<file path="src/rtl/ser_pkg.sv">
// Package of register selects, field positions and reset values for status event reporting
package ser_pkg;
  // ----------------------------------------------------------------
  // Register selects for the command port
  // ----------------------------------------------------------------
  localparam logic [3:0] SEL_STD_EVENT   = 4'h0;  // Standard event register (read clears)
  localparam logic [3:0] SEL_STD_ENABLE  = 4'h1;  // Standard event enable mask
  localparam logic [3:0] SEL_QUES_COND   = 4'h2;  // Questionable condition
  localparam logic [3:0] SEL_QUES_EVENT  = 4'h3;  // Questionable event (read clears)
  localparam logic [3:0] SEL_QUES_ENABLE = 4'h4;  // Questionable enable mask
  localparam logic [3:0] SEL_ALARM_COND  = 4'h5;  // Alarm condition
  localparam logic [3:0] SEL_ALARM_EVENT = 4'h6;  // Alarm event (read clears)
  localparam logic [3:0] SEL_ALARM_EN    = 4'h7;  // Alarm enable mask
  localparam logic [3:0] SEL_OPER_COND   = 4'h8;  // Operation condition
  localparam logic [3:0] SEL_OPER_EVENT  = 4'h9;  // Operation event (read clears)
  localparam logic [3:0] SEL_OPER_EN     = 4'ha;  // Operation enable mask
  localparam logic [3:0] SEL_STB         = 4'hb;  // Status byte query
  localparam logic [3:0] SEL_STB_EN      = 4'hc;  // Status byte enable mask
  localparam logic [3:0] SEL_PSC         = 4'hd;  // Power-on clear setting

  // ----------------------------------------------------------------
  // Field positions
  // ----------------------------------------------------------------
  localparam int ALM_LIMIT_LSB  = 0;   // Alarm limit bits 0..3
  localparam int ALM_QUEUE_BIT  = 4;   // Alarm queue not empty
  localparam int ALM_OVFL_BIT   = 5;   // Alarm queue overflow
  localparam int OPER_SCAN_BIT  = 4;   // Scan in progress
  localparam int OPER_CFG_BIT   = 8;   // Configuration change
  localparam int OPER_MEM_BIT   = 9;   // Memory threshold
  localparam int STB_QUES_BIT   = 3;   // Questionable summary
  localparam int STB_MAV_BIT    = 4;   // Message available
  localparam int STB_STD_BIT    = 5;   // Standard event summary
  localparam int STB_MSS_BIT    = 6;   // Master summary
  localparam int STB_OPER_BIT   = 7;   // Operation summary
  localparam int STB_ALARM_BIT  = 1;   // Alarm summary

  // ----------------------------------------------------------------
  // Reset values and implemented questionable bits
  // ----------------------------------------------------------------
  localparam logic [15:0] RST_WORD16 = 16'h0000;  // Cleared 16-bit register
  localparam logic [7:0]  RST_BYTE   = 8'h00;     // Cleared 8-bit register
  localparam logic        RST_PSC    = 1'b1;      // Power-on clear setting default
  localparam logic [15:0] QUES_USED  = 16'h1e07;  // Implemented questionable bits
endpackage : ser_pkg

</file>
<file path="src/rtl/ser_event_group.sv">
// One register group: latched event register, enable mask and summary bit
module ser_event_group (
  // Clock and reset
  input  wire logic        clk_sys,
  input  wire logic        rst,
  // Event inputs and clears
  input  wire logic [15:0] set_bits,      // One-cycle event pulses
  input  wire logic        clr_event,     // Clear-status or event read
  // Mask control
  input  wire logic        mask_wr,       // Host writes mask
  input  wire logic [15:0] mask_wdata,    // New mask value
  input  wire logic        mask_clr,      // Preset or power-on clear
  // State
  output logic      [15:0] event_ff,      // Latched events
  output logic      [15:0] enable_ff,     // Enable mask
  output logic             summary_ff     // Masked summary
);
  // ----------------------------------------------------------------
  // Event latch
  // ----------------------------------------------------------------
  // Set wins over clear so an event in the clearing cycle survives
  always_ff @(posedge clk_sys) begin
    if (rst) begin
      event_ff <= ser_pkg::RST_WORD16;
    end else if (clr_event) begin
      event_ff <= set_bits;
    end else begin
      event_ff <= event_ff | set_bits;
    end
  end

  // ----------------------------------------------------------------
  // Enable mask
  // ----------------------------------------------------------------
  // Writing 0 clears the mask through the ordinary write path
  always_ff @(posedge clk_sys) begin
    if (rst) begin
      enable_ff <= ser_pkg::RST_WORD16;
    end else if (mask_wr) begin
      enable_ff <= mask_wdata;
    end else if (mask_clr) begin
      enable_ff <= ser_pkg::RST_WORD16;
    end
  end

  // ----------------------------------------------------------------
  // Summary bit, one cycle behind the registers
  // ----------------------------------------------------------------
  always_ff @(posedge clk_sys) begin
    if (rst) begin
      summary_ff <= 1'b0;
    end else begin
      summary_ff <= |(event_ff & enable_ff);
    end
  end
endmodule : ser_event_group

</file>
<file path="src/rtl/ser_edge.sv">
// Rising-edge detector for condition levels that latch into event registers
module ser_edge (
  // Clock and reset
  input  wire logic        clk_sys,
  input  wire logic        rst,
  // Levels in, rising edges out
  input  wire logic [15:0] level,
  output logic      [15:0] rise
);
  logic [15:0] prev_ff;  // Level one cycle ago

  // Remember the previous level
  always_ff @(posedge clk_sys) begin
    if (rst) begin
      prev_ff <= ser_pkg::RST_WORD16;
    end else begin
      prev_ff <= level;
    end
  end

  assign rise = level & ~prev_ff;
endmodule : ser_edge

</file>
<file path="src/rtl/ser_status_top.sv">
// Status event reporting: standard, questionable, alarm, operation groups and status byte
//
// Behaviour
// - Clear-status or event query clears standard events
// - Zero write clears std mask; every power-on clears it
// - Alarm limits one to four set bits 0-3
// - Bit 4 shows alarm queue not empty
// - Alarm condition implements only bit 4
// - Queue overflow discard sets alarm bit 5
// - Clear-status or read clears alarm events
// - Alarm mask cleared: power-on, preset, zero write
// - Operation bit 4 follows scan running
// - Front-panel config change sets bit 8; scan clears
// - Memory threshold reached sets operation bit 9
// - Clear-status or read clears operation events
// - Operation mask cleared: power-on, preset, zero write
// - Status byte query keeps master summary bit
// - Status byte mask changes only by write or power-on
// - Questionable condition read-only; factory reset clears
// - Questionable events stay until read or clear
// - Preset clears questionable mask; readback shows mask
// - Standard events stay until clear-status or query
// - Std mask survives preset and clear-status
// - Standard event summary goes to status byte bit 5
module ser_status_top (
  // Clock and reset
  input  wire logic        clk_sys,
  input  wire logic        rst,           // Power-on reset
  // Host command port
  input  wire logic        cmd_wr,        // Register write strobe
  input  wire logic        cmd_rd,        // Register read/query strobe
  input  wire logic [3:0]  cmd_sel,       // Register select
  input  wire logic [15:0] cmd_wdata,     // Write value
  input  wire logic        cmd_cls,       // Clear-status command
  input  wire logic        cmd_preset,    // Status preset command
  input  wire logic        cmd_factory,   // Factory reset command
  input  wire logic        serial_poll,   // Serial poll strobe
  output logic      [15:0] cmd_rdata_ff,  // Read value
  output logic             cmd_rvalid_ff, // Read value valid pulse
  // Event sources
  input  wire logic [7:0]  std_set,       // Standard event pulses
  input  wire logic [15:0] ques_cond_set, // Questionable condition set pulses
  input  wire logic [3:0]  alarm_hit,     // Alarm on limits 1..4
  input  wire logic        alarm_q_nonempty, // Alarm queue holds entries
  input  wire logic        alarm_q_ovfl,  // Alarm data discarded
  input  wire logic        scan_running,  // Scan in progress level
  input  wire logic        scan_start,    // New scan initiated
  input  wire logic        cfg_change,    // Front-panel config altered
  input  wire logic        mem_thresh,    // Readings reached threshold level
  input  wire logic        msg_avail,     // Output queue holds a message
  // Status outputs
  output logic      [7:0]  status_byte_ff, // Status byte with master summary
  output logic             srq_ff         // Service request level
);
  // ----------------------------------------------------------------
  // Decode of host accesses
  // ----------------------------------------------------------------
  // Returns one when the access hits the given select
  function automatic logic hit(input logic strobe, input logic [3:0] sel,
                               input logic [3:0] want);
    hit = strobe && (sel == want);
  endfunction : hit

  logic        psc_ff;          // Power-on clear setting
  logic        por_ff;          // High for the first cycle after reset
  logic        std_clr_ff;      // Pending power-on mask clear for standard group
  logic [15:0] ques_cond_ff;    // Questionable condition
  logic [15:0] oper_cond_ff;    // Operation condition
  logic [7:0]  stb_en_ff;       // Status byte enable mask
  logic        mss_ff;          // Master summary latched for poll
  logic [15:0] alarm_cond;      // Alarm condition view
  logic [15:0] std_ev, std_en, ques_ev, ques_en, alm_ev, alm_en, op_ev, op_en;
  logic        std_sum, ques_sum, alm_sum, op_sum;
  logic [15:0] ques_rise, alm_rise, op_rise;
  logic [15:0] alarm_set;       // Alarm event pulses
  logic [7:0]  stb_now;         // Status byte before master summary
  logic        rqs;             // Request for service

  // ----------------------------------------------------------------
  // Power-on marker and power-on clear setting
  // ----------------------------------------------------------------
  // Reset reloads the setting to one, so in the cycle after reset the clear always fires
  always_ff @(posedge clk_sys) begin
    if (rst) begin
      por_ff <= 1'b1;
    end else begin
      por_ff <= 1'b0;
    end
  end

  // Setting written by host; each reset reloads the reset value
  always_ff @(posedge clk_sys) begin
    if (rst) begin
      psc_ff <= ser_pkg::RST_PSC;
    end else if (hit(cmd_wr, cmd_sel, ser_pkg::SEL_PSC)) begin
      psc_ff <= cmd_wdata[0];
    end
  end

  // Standard mask clear at power-on only when the setting is one
  assign std_clr_ff = por_ff && psc_ff;

  // ----------------------------------------------------------------
  // Condition registers
  // ----------------------------------------------------------------
  // Questionable condition: sticky until factory reset, never read-cleared
  always_ff @(posedge clk_sys) begin
    if (rst) begin
      ques_cond_ff <= ser_pkg::RST_WORD16;
    end else if (cmd_factory) begin
      ques_cond_ff <= ser_pkg::RST_WORD16;
    end else begin
      ques_cond_ff <= (ques_cond_ff | ques_cond_set) & ser_pkg::QUES_USED;
    end
  end

  // Configuration change is set by the front panel and cleared by a new scan
  always_ff @(posedge clk_sys) begin
    if (rst) begin
      oper_cond_ff <= ser_pkg::RST_WORD16;
    end else begin
      oper_cond_ff <= ser_pkg::RST_WORD16;
      oper_cond_ff[ser_pkg::OPER_SCAN_BIT] <= scan_running;
      oper_cond_ff[ser_pkg::OPER_MEM_BIT]  <= mem_thresh;
      if (cfg_change) begin
        oper_cond_ff[ser_pkg::OPER_CFG_BIT] <= 1'b1;
      end else if (scan_start) begin
        oper_cond_ff[ser_pkg::OPER_CFG_BIT] <= 1'b0;
      end else begin
        oper_cond_ff[ser_pkg::OPER_CFG_BIT] <= oper_cond_ff[ser_pkg::OPER_CFG_BIT];
      end
    end
  end

  // Alarm condition implements only the queue occupancy bit
  always_comb begin
    alarm_cond = ser_pkg::RST_WORD16;
    alarm_cond[ser_pkg::ALM_QUEUE_BIT] = alarm_q_nonempty;
  end

  // ----------------------------------------------------------------
  // Edge detection feeding event registers
  // ----------------------------------------------------------------
  // Threshold re-arms only after the count drops and rises again
  ser_edge u_ques_edge (
    .clk_sys (clk_sys),
    .rst     (rst),
    .level   (ques_cond_ff),
    .rise    (ques_rise)
  );
  ser_edge u_alm_edge (
    .clk_sys (clk_sys),
    .rst     (rst),
    .level   (alarm_cond),
    .rise    (alm_rise)
  );
  ser_edge u_op_edge (
    .clk_sys (clk_sys),
    .rst     (rst),
    .level   (oper_cond_ff),
    .rise    (op_rise)
  );

  // Alarm limit and overflow events are pulses straight from their sources
  always_comb begin
    alarm_set = alm_rise;
    alarm_set[ser_pkg::ALM_LIMIT_LSB +: 4] = alarm_hit;
    alarm_set[ser_pkg::ALM_OVFL_BIT] = alarm_q_ovfl;
  end

  // ----------------------------------------------------------------
  // Register groups
  // ----------------------------------------------------------------
  // Standard events: cleared by clear-status or query; mask kept on preset
  ser_event_group u_std (
    .clk_sys    (clk_sys),
    .rst        (rst),
    .set_bits   ({8'h00, std_set}),
    .clr_event  (cmd_cls || hit(cmd_rd, cmd_sel, ser_pkg::SEL_STD_EVENT)),
    .mask_wr    (hit(cmd_wr, cmd_sel, ser_pkg::SEL_STD_ENABLE)),
    .mask_wdata ({8'h00, cmd_wdata[7:0]}),
    .mask_clr   (std_clr_ff),
    .event_ff   (std_ev),
    .enable_ff  (std_en),
    .summary_ff (std_sum)
  );

  // Questionable events: sticky until read or clear-status
  ser_event_group u_ques (
    .clk_sys    (clk_sys),
    .rst        (rst),
    .set_bits   (ques_rise),
    .clr_event  (cmd_cls || hit(cmd_rd, cmd_sel, ser_pkg::SEL_QUES_EVENT)),
    .mask_wr    (hit(cmd_wr, cmd_sel, ser_pkg::SEL_QUES_ENABLE)),
    .mask_wdata (cmd_wdata),
    .mask_clr   (cmd_preset),
    .event_ff   (ques_ev),
    .enable_ff  (ques_en),
    .summary_ff (ques_sum)
  );

  // Alarm group: mask cleared at every power-on by reset, and on preset
  ser_event_group u_alarm (
    .clk_sys    (clk_sys),
    .rst        (rst),
    .set_bits   (alarm_set),
    .clr_event  (cmd_cls || hit(cmd_rd, cmd_sel, ser_pkg::SEL_ALARM_EVENT)),
    .mask_wr    (hit(cmd_wr, cmd_sel, ser_pkg::SEL_ALARM_EN)),
    .mask_wdata (cmd_wdata),
    .mask_clr   (cmd_preset),
    .event_ff   (alm_ev),
    .enable_ff  (alm_en),
    .summary_ff (alm_sum)
  );

  // Operation group: same clearing scheme as the alarm group
  ser_event_group u_oper (
    .clk_sys    (clk_sys),
    .rst        (rst),
    .set_bits   (op_rise),
    .clr_event  (cmd_cls || hit(cmd_rd, cmd_sel, ser_pkg::SEL_OPER_EVENT)),
    .mask_wr    (hit(cmd_wr, cmd_sel, ser_pkg::SEL_OPER_EN)),
    .mask_wdata (cmd_wdata),
    .mask_clr   (cmd_preset),
    .event_ff   (op_ev),
    .enable_ff  (op_en),
    .summary_ff (op_sum)
  );

  // ----------------------------------------------------------------
  // Status byte
  // ----------------------------------------------------------------
  // Summaries are the OR of event AND mask for each group
  always_comb begin
    stb_now = ser_pkg::RST_BYTE;
    stb_now[ser_pkg::STB_ALARM_BIT] = alm_sum;
    stb_now[ser_pkg::STB_QUES_BIT]  = ques_sum;
    stb_now[ser_pkg::STB_MAV_BIT]   = msg_avail;
    stb_now[ser_pkg::STB_STD_BIT]   = std_sum;
    stb_now[ser_pkg::STB_OPER_BIT]  = op_sum;
  end

  // Request for service ignores the master summary position itself
  assign rqs = |(stb_now & stb_en_ff & ~(8'h01 << ser_pkg::STB_MSS_BIT));

  // Status byte mask: untouched by clear-status and preset
  always_ff @(posedge clk_sys) begin
    if (rst) begin
      stb_en_ff <= ser_pkg::RST_BYTE;
    end else if (hit(cmd_wr, cmd_sel, ser_pkg::SEL_STB_EN)) begin
      stb_en_ff <= cmd_wdata[7:0];
    end
  end

  // Master summary latches a request; only a serial poll clears it
  always_ff @(posedge clk_sys) begin
    if (rst) begin
      mss_ff <= 1'b0;
    end else if (rqs) begin
      mss_ff <= 1'b1;
    end else if (serial_poll) begin
      mss_ff <= 1'b0;
    end
  end

  // Registered status byte and service request outputs
  always_ff @(posedge clk_sys) begin
    if (rst) begin
      status_byte_ff <= ser_pkg::RST_BYTE;
      srq_ff         <= 1'b0;
    end else begin
      status_byte_ff <= stb_now | ({7'h00, mss_ff} << ser_pkg::STB_MSS_BIT);
      srq_ff         <= mss_ff;
    end
  end

  // ----------------------------------------------------------------
  // Read port
  // ----------------------------------------------------------------
  // Answer appears one cycle after the read strobe; clears act on the same edge
  always_ff @(posedge clk_sys) begin
    if (rst) begin
      cmd_rdata_ff  <= ser_pkg::RST_WORD16;
      cmd_rvalid_ff <= 1'b0;
    end else begin
      cmd_rvalid_ff <= cmd_rd;
      if (cmd_rd) begin
        case (cmd_sel)
          ser_pkg::SEL_STD_EVENT:   cmd_rdata_ff <= std_ev;
          ser_pkg::SEL_STD_ENABLE:  cmd_rdata_ff <= std_en;
          ser_pkg::SEL_QUES_COND:   cmd_rdata_ff <= ques_cond_ff;
          ser_pkg::SEL_QUES_EVENT:  cmd_rdata_ff <= ques_ev;
          ser_pkg::SEL_QUES_ENABLE: cmd_rdata_ff <= ques_en;
          ser_pkg::SEL_ALARM_COND:  cmd_rdata_ff <= alarm_cond;
          ser_pkg::SEL_ALARM_EVENT: cmd_rdata_ff <= alm_ev;
          ser_pkg::SEL_ALARM_EN:    cmd_rdata_ff <= alm_en;
          ser_pkg::SEL_OPER_COND:   cmd_rdata_ff <= oper_cond_ff;
          ser_pkg::SEL_OPER_EVENT:  cmd_rdata_ff <= op_ev;
          ser_pkg::SEL_OPER_EN:     cmd_rdata_ff <= op_en;
          // Query shows the same byte as a poll without clearing the summary
          ser_pkg::SEL_STB:         cmd_rdata_ff <= {8'h00, status_byte_ff};
          ser_pkg::SEL_STB_EN:      cmd_rdata_ff <= {8'h00, stb_en_ff};
          ser_pkg::SEL_PSC:         cmd_rdata_ff <= {15'h0000, psc_ff};
          default:                  cmd_rdata_ff <= ser_pkg::RST_WORD16;
        endcase
      end
    end
  end
endmodule : ser_status_top

</file>
<file path="config.mk">
export PLATFORM = sky130hd
export DESIGN_NAME = ser_status_top
export DESIGN_NICKNAME = d
export VERILOG_FILES = /design/src/rtl/ser_pkg.sv /design/src/rtl/ser_event_group.sv /design/src/rtl/ser_edge.sv /design/src/rtl/ser_status_top.sv
export SDC_FILE = /design/constraint.sdc
export NUM_CORES = 1
export LEC_CHECK = 0
export ABC_CLOCK_PERIOD_IN_PS = 1350
export BUFFER_PORTS_ARGS = -buffer_cell sky130_fd_sc_hd__buf_2
export CAP_MARGIN = 20
export CORE_UTILIZATION = 45
export DETAILED_ROUTE_END_ITERATION = 10
export PLACE_DENSITY = 0.68
export SLEW_MARGIN = 10
export SYNTH_ARGS = -nofsm -noshare
export SYNTH_HDL_FRONTEND = slang
export SYNTH_SLANG_ARGS = --single-unit
</file>
<file path="constraint.sdc">
create_clock -name clk_sys -period 1.35 [get_ports clk_sys]
set_input_delay 0.135 -clock clk_sys [delete_from_list [all_inputs] [get_ports clk_sys]]
set_output_delay 0.135 -clock clk_sys [all_outputs]
set_load 0.02 [all_outputs]
</file>
Word-level counts from Yosys, hierarchy flattened:

Index checks and enable logic that the tools add are counted.
Widths: inputs -> output; s select.

* bits in registers: 232
* logic and storage cells: 104

* eq/ne operators: 13
* multiplexer cells: 16
* bitwise logic cells: 17
* reduce and logical (&&, ||, !) cells: 29

Operators with widths (number)
* $pmux 16 s14: 1
* $mux 16: 7
* $and 16x16->16: 4
* $reduce_or 16->1: 4
* $not 16->16: 3
* $or 16x16->16: 3
* $eq 4x4->1 const B: 6
* $mux 8: 3
* $and 13x16->16: 1
* $and 16x8->16: 1
* $and 5x16->16: 1
* $eq 4x3->1 const B: 4
* $or 16x8->16: 1
* $or 13x13->13: 1
* $reduce_bool 2->1: 6
* $logic_and 1x1->1: 11
* $and 8x8->8: 1
* $eq 4x2->1 const B: 2
* $or 8x7->8: 1
* $reduce_or 7->1: 1
* $mux 1: 5
* $eq 4x1->1 const B: 1
* $logic_not 4->1: 1
* $logic_or 1x1->1: 4
* $reduce_or 2->1: 2

Longest topological paths before layout:

* depth after elaboration: 4
* depth in mapped cells: 8

By module:

Synthesis repeated with hierarchy kept, for this count alone.

* cells, all modules: 1068
* area, all modules: 10019.6 sq um

Modules (own cells, without submodules)
* ser_event_group: instances 4, cells each 134, area each 1257.5 sq um, seq. area each 660.6 sq um
* ser_status_top: instances 1, cells each 385, area each 3296.9 sq um, seq. area each 880.8 sq um
* ser_edge: instances 3, cells each 49, area each 564.3 sq um, seq. area each 320.3 sq um

Worst setup path after synthesis:

OpenSTA, ideal clock, no wires.

* path kind: reg2reg
* start point: register status_byte_ff[6]
* end point: register cmd_rdata_ff[6]
* setup time: 117 ps
* data arrival time: 1270 ps
* setup slack: -37 ps
* stages on the path, launching flop included: 5
* period minus slack after synthesis: 1387 ps
* cells stage by stage: dfxtp_1 mux2_4 a32o_1 a211o_1 a22o_1

* word-level cells in the longest chain between the ends: 1

Ends and longest elaborated chain
* start: declaration: RTL line ser_status_top.sv:52 `output logic [7:0] status_byte_ff,`
* start signal: assignment: RTL line ser_status_top.sv:269 `status_byte_ff <= ser_pkg::RST_BYTE;`
* start signal: assignment: RTL line ser_status_top.sv:272 `status_byte_ff <= stb_now | ({7'h00, mss_ff} << ser_pkg::STB_MSS_BIT);`
* $pmux 16 s14: RTL line ser_status_top.sv:288 `case (cmd_sel)`
* end signal: assignment: RTL line ser_status_top.sv:289 `ser_pkg::SEL_STD_EVENT: cmd_rdata_ff <= std_ev;`
* end signal: assignment: RTL line ser_status_top.sv:290 `ser_pkg::SEL_STD_ENABLE: cmd_rdata_ff <= std_en;`
* end signal: assignment: RTL line ser_status_top.sv:291 `ser_pkg::SEL_QUES_COND: cmd_rdata_ff <= ques_cond_ff;`
* end: declaration: RTL line ser_status_top.sv:38 `output logic [15:0] cmd_rdata_ff,`

No other way between the ends.
A chain may end at the register's enable or synchronous reset.

Worst setup path in the final report:

* start point: register u_std.event_ff[0]
* end point: register cmd_rdata_ff[0]

* word-level cells in the longest chain between the ends: 1

Ends and longest elaborated chain
* start: declaration: RTL line ser_event_group.sv:14 `output logic [15:0] event_ff,`
* start signal: assignment: RTL line ser_event_group.sv:24 `event_ff <= ser_pkg::RST_WORD16;`
* start signal: assignment: RTL line ser_event_group.sv:26 `event_ff <= set_bits;`
* start signal: assignment: RTL line ser_event_group.sv:28 `event_ff <= event_ff | set_bits;`
* $pmux 16 s14: RTL line ser_status_top.sv:288

No other way between the ends.

==> qor.txt <==
Row cnt: 41
Compound-Gate Fraction of Synth Area: 20.4%
Port buffer count: 77
Post-Synth XOR/XNOR Area: 0%
Clk buf depth: 2
Most frequent cells in the layout: dfxtp_1, buf_4, buf_2
WHS: 20.9 ps
Most used DFF post-synth: dfxtp_1
TritonCTS clock tree: built
Post-synthesis adder-cell area fraction: 0%
Worst Tran Pin Value: 743 ps
Ant. Diodes: 0
Wirelength per Cell: 19.4 um
Failing checks: setup timing
Sw Pwr: 0.00228 W
Largest net degree at the start of global routing: 62
CTS H-tree depth: 4
Data arrival, critical path: 1710 ps
Seq/Total Area, Yosys: 46.6%
Post-Syn Instances: 653
LEAKAGE: 3.16 nW
Net Sw Frac: 23.5%
CTS Buf Count: 17
Startpoint types: flip-flop
CTS sink count: 139
GRT met1 Usage: 41.1%
Overall power: 0.00969 W
Routed vias: 5751
Pre-CTS WS: -333 ps
Final worst slack: -57.7 ps
Final setup viols: 1
Layout Area Growth over Synthesis: 34.4%
Reg2reg start: u_std.event_ff[0]$_SDFF_PP0_
Combinational share of power: 9.4%
Hold Vio Cnt, Final: 0
Crit-path max FO: 2
Drt pass-1 iters: 6
Relative slew margins: 50.3%
GPL Wtd Cong: 0.934
Clock network fraction of design power: 46.2%
Max Clk Rate: 710 MHz
Path depth of the worst reg2reg path: 4
Initial core utilization: 46.7%
Crit Path Category: flip-flop to flip-flop
Ys Warns: 0
Final core utilization: 62.8%
Met3 Resource Use GR: 6.75%
Initial antenna violation count: 0
Worst Hold Endpoint: u_alarm.enable_ff[2]$_SDFFE_PP0P_
GR Util met2: 45.6%
Die ar.: 0.0137 sq mm
GR peak layer: met2
Mux share of post-synthesis cell area: 4.15%
Power Dens Cells: 1210 mW/mm^2
Largest family of logic cells by synthesized area: simple AND/OR/NAND/NOR gates
Worst-Skew Late Latency: 430 ps
# DRC: 0
Hold Path Stages: 3
Commonest non-fill, non-tap cell in the layout: dfxtp_1
Vias in the first global route: 5402
Min-delay worst type: primary input to flip-flop
Post-Synth Simple-Gate Area: 22.9%
Max Cap Violations: 0
Flop2flop setup slack: -60 ps
Period utilization: 104%
DR vias/cell: 5.71
Final min period: 1410 ps
Core area: 0.0128 sq mm
Post-detail-place hpwl: 14200 um
Final Skew: 6.39 ps
Seq pwr share: 44.4%
Layout cells sized above 1: 26.2%
Reg2reg end: cmd_rdata_ff[0]$_SDFFE_PP0P_
Post-Syn Area: 0.00597 sq mm
Detail Route Antenna Nets: 0
Number of synthesized flops with an enable pin: 0
CTS Root Buffer Type: clkbuf_16
Status: complete, but fails checks
First-pass GRT wire length: 30100 um
Crit path required time: 1660 ps
Ys async rst share: 0%
Worst IR Drop VDD: 788 uV
Grt total ovfl: 0
Power Internal: 0.00741 W
Pins Over Slew Limit: 0
Clock-pin slew on the worst setup and hold paths: 60 ps
Post-synthesis register bit count: 139
Crit. End Element: flip-flop
Routed WL: 19600 um
DIE HEIGHT: 117 um
Chip width: 117 um
Min-delay src: cmd_wdata[2]
Yosys cell types: 60
# IOs: 89
DR iter-0 viols: 650
Post-Place Cells: 937
RSZ-0062 raised after global routing: true
GRT Total Usage: 29.9%
Syn Area/Cell: 9.14 sq um
Non-Filler Instances: 1007
Layout Nets: 885
state kept, by name, summed over array words and instances (netlist names), 3 cells and up:
register / flops
cmd_rdata_ff: 16
oper_cond_ff: 3
ques_cond_ff: 7
status_byte_ff: 6
stb_en_ff: 8
u_alarm.enable_ff: 16
u_alarm.event_ff: 6
u_op_edge.prev_ff: 3
u_oper.enable_ff: 16
u_oper.event_ff: 3
u_ques.enable_ff: 16
u_ques.event_ff: 7
u_ques_edge.prev_ff: 7
u_std.enable_ff: 8
u_std.event_ff: 8
worst max-delay path: stages, from the launching register on:
cell and delay (ps):
dfxtp_2 340, mux4_2 460, and2_4 180, a2111oi_4 210, o21ai_1 90
synthesized netlist by cell type (all sizes together) (12+ instances only):
cell type / instances / share of area, %
a21oi: 75 / 6.3
a22o: 18 / 2.6
a22oi: 19 / 2.4
buf: 29 / 3.3
clkbuf: 24 / 1.5
dfxtp: 139 / 47
inv: 16 / 1.0
mux2i: 12 / 2.0
nand2: 73 / 4.6
nand3b: 58 / 7.3
nor2: 36 / 2.3
nor2b: 26 / 2.7
timing repair:
| item | CTS | global route |
|---|---|---|
| buffers inserted | 1 | 0 |
| gates resized for setup | 7 | 8 |
| setup endpoints to repair | 2 | 8 |
| endpoints found under the hold margin | 58 | 0 |
| hold buffers | 37 | 0 |
| pin swaps | 1 | 0 |
how the worst max path moves through the flow:
stage,to,from,slack [ps],cells past startpoint
detailed placement,cmd_rdata_ff[9]$_SDFFE_PP0P_,cmd_sel[2],-330,6
global placement,cmd_rdata_ff[0]$_SDFFE_PP0P_,cmd_sel[0],-290,5
global route,cmd_rdata_ff[0]$_SDFFE_PP0P_,u_std.event_ff[0]$_SDFF_PP0_,-130,4
CTS,cmd_rdata_ff[0]$_SDFFE_PP0P_,u_std.event_ff[0]$_SDFF_PP0_,-40,4
floorplan,cmd_rdata_ff[0]$_SDFFE_PP0P_,u_ques.event_ff[0]$_SDFF_PP0_,-7,4
finish,cmd_rdata_ff[0]$_SDFFE_PP0P_,u_std.event_ff[0]$_SDFF_PP0_,-60,4
power groups by stage:
stage	logic [W]	clock network, W	registers (W)
3_3_place_gp	0.000789	0	0.00438
3_5_place_dp	0.000802	0	0.00438
2_1_floorplan	0.000417	0	0.00435
4_1_cts	0.000893	0.00452	0.00429
5_1_grt	0.000975	0.00472	0.00430
6_report	0.000911	0.00448	0.00430
metal layers:
metal,wire (um),vias up
met2,8710,268
met4,448,0
li1,-,2693
met5,0,-
met1,8890,2746
met3,1520,44
layout make-up:
cell class,count,area [sq um]
Fill cell,1059,4750
Timing Repair Buffer,202,1510
Tap cell,172,215
Inverter,16,60.1
Sequential cell,139,2790
Clock buffer,25,505
Clock inverter,7,62.6
Multi-Input combinational cell,446,2880
metrics by stage:
step / setup TNS (ps) / instance area (sq um)
floorplan: -13.1 / 5980
CTS: -40.3 / 8000
detailed placement: -15920 / 7030
finish: -57.7 / 8020
global route: -162 / 8020
global placement: -14090 / 7030
kinds of logic (layout without fill, tap and decap cells):
| kind of cell | after synthesis | count (layout) |
|---|---|---|
| AND/OR/NAND/NOR | 243 | 243 |
| AO/OA/AOI/OAI | 180 | 180 |
| flip-flops | 139 | 139 |
| buffers and inverters | 69 | 250 |
| multiplexers | 21 | 21 |
| other | 1 | 2 |
No activity file was read; power rests on OpenSTA's default activity.
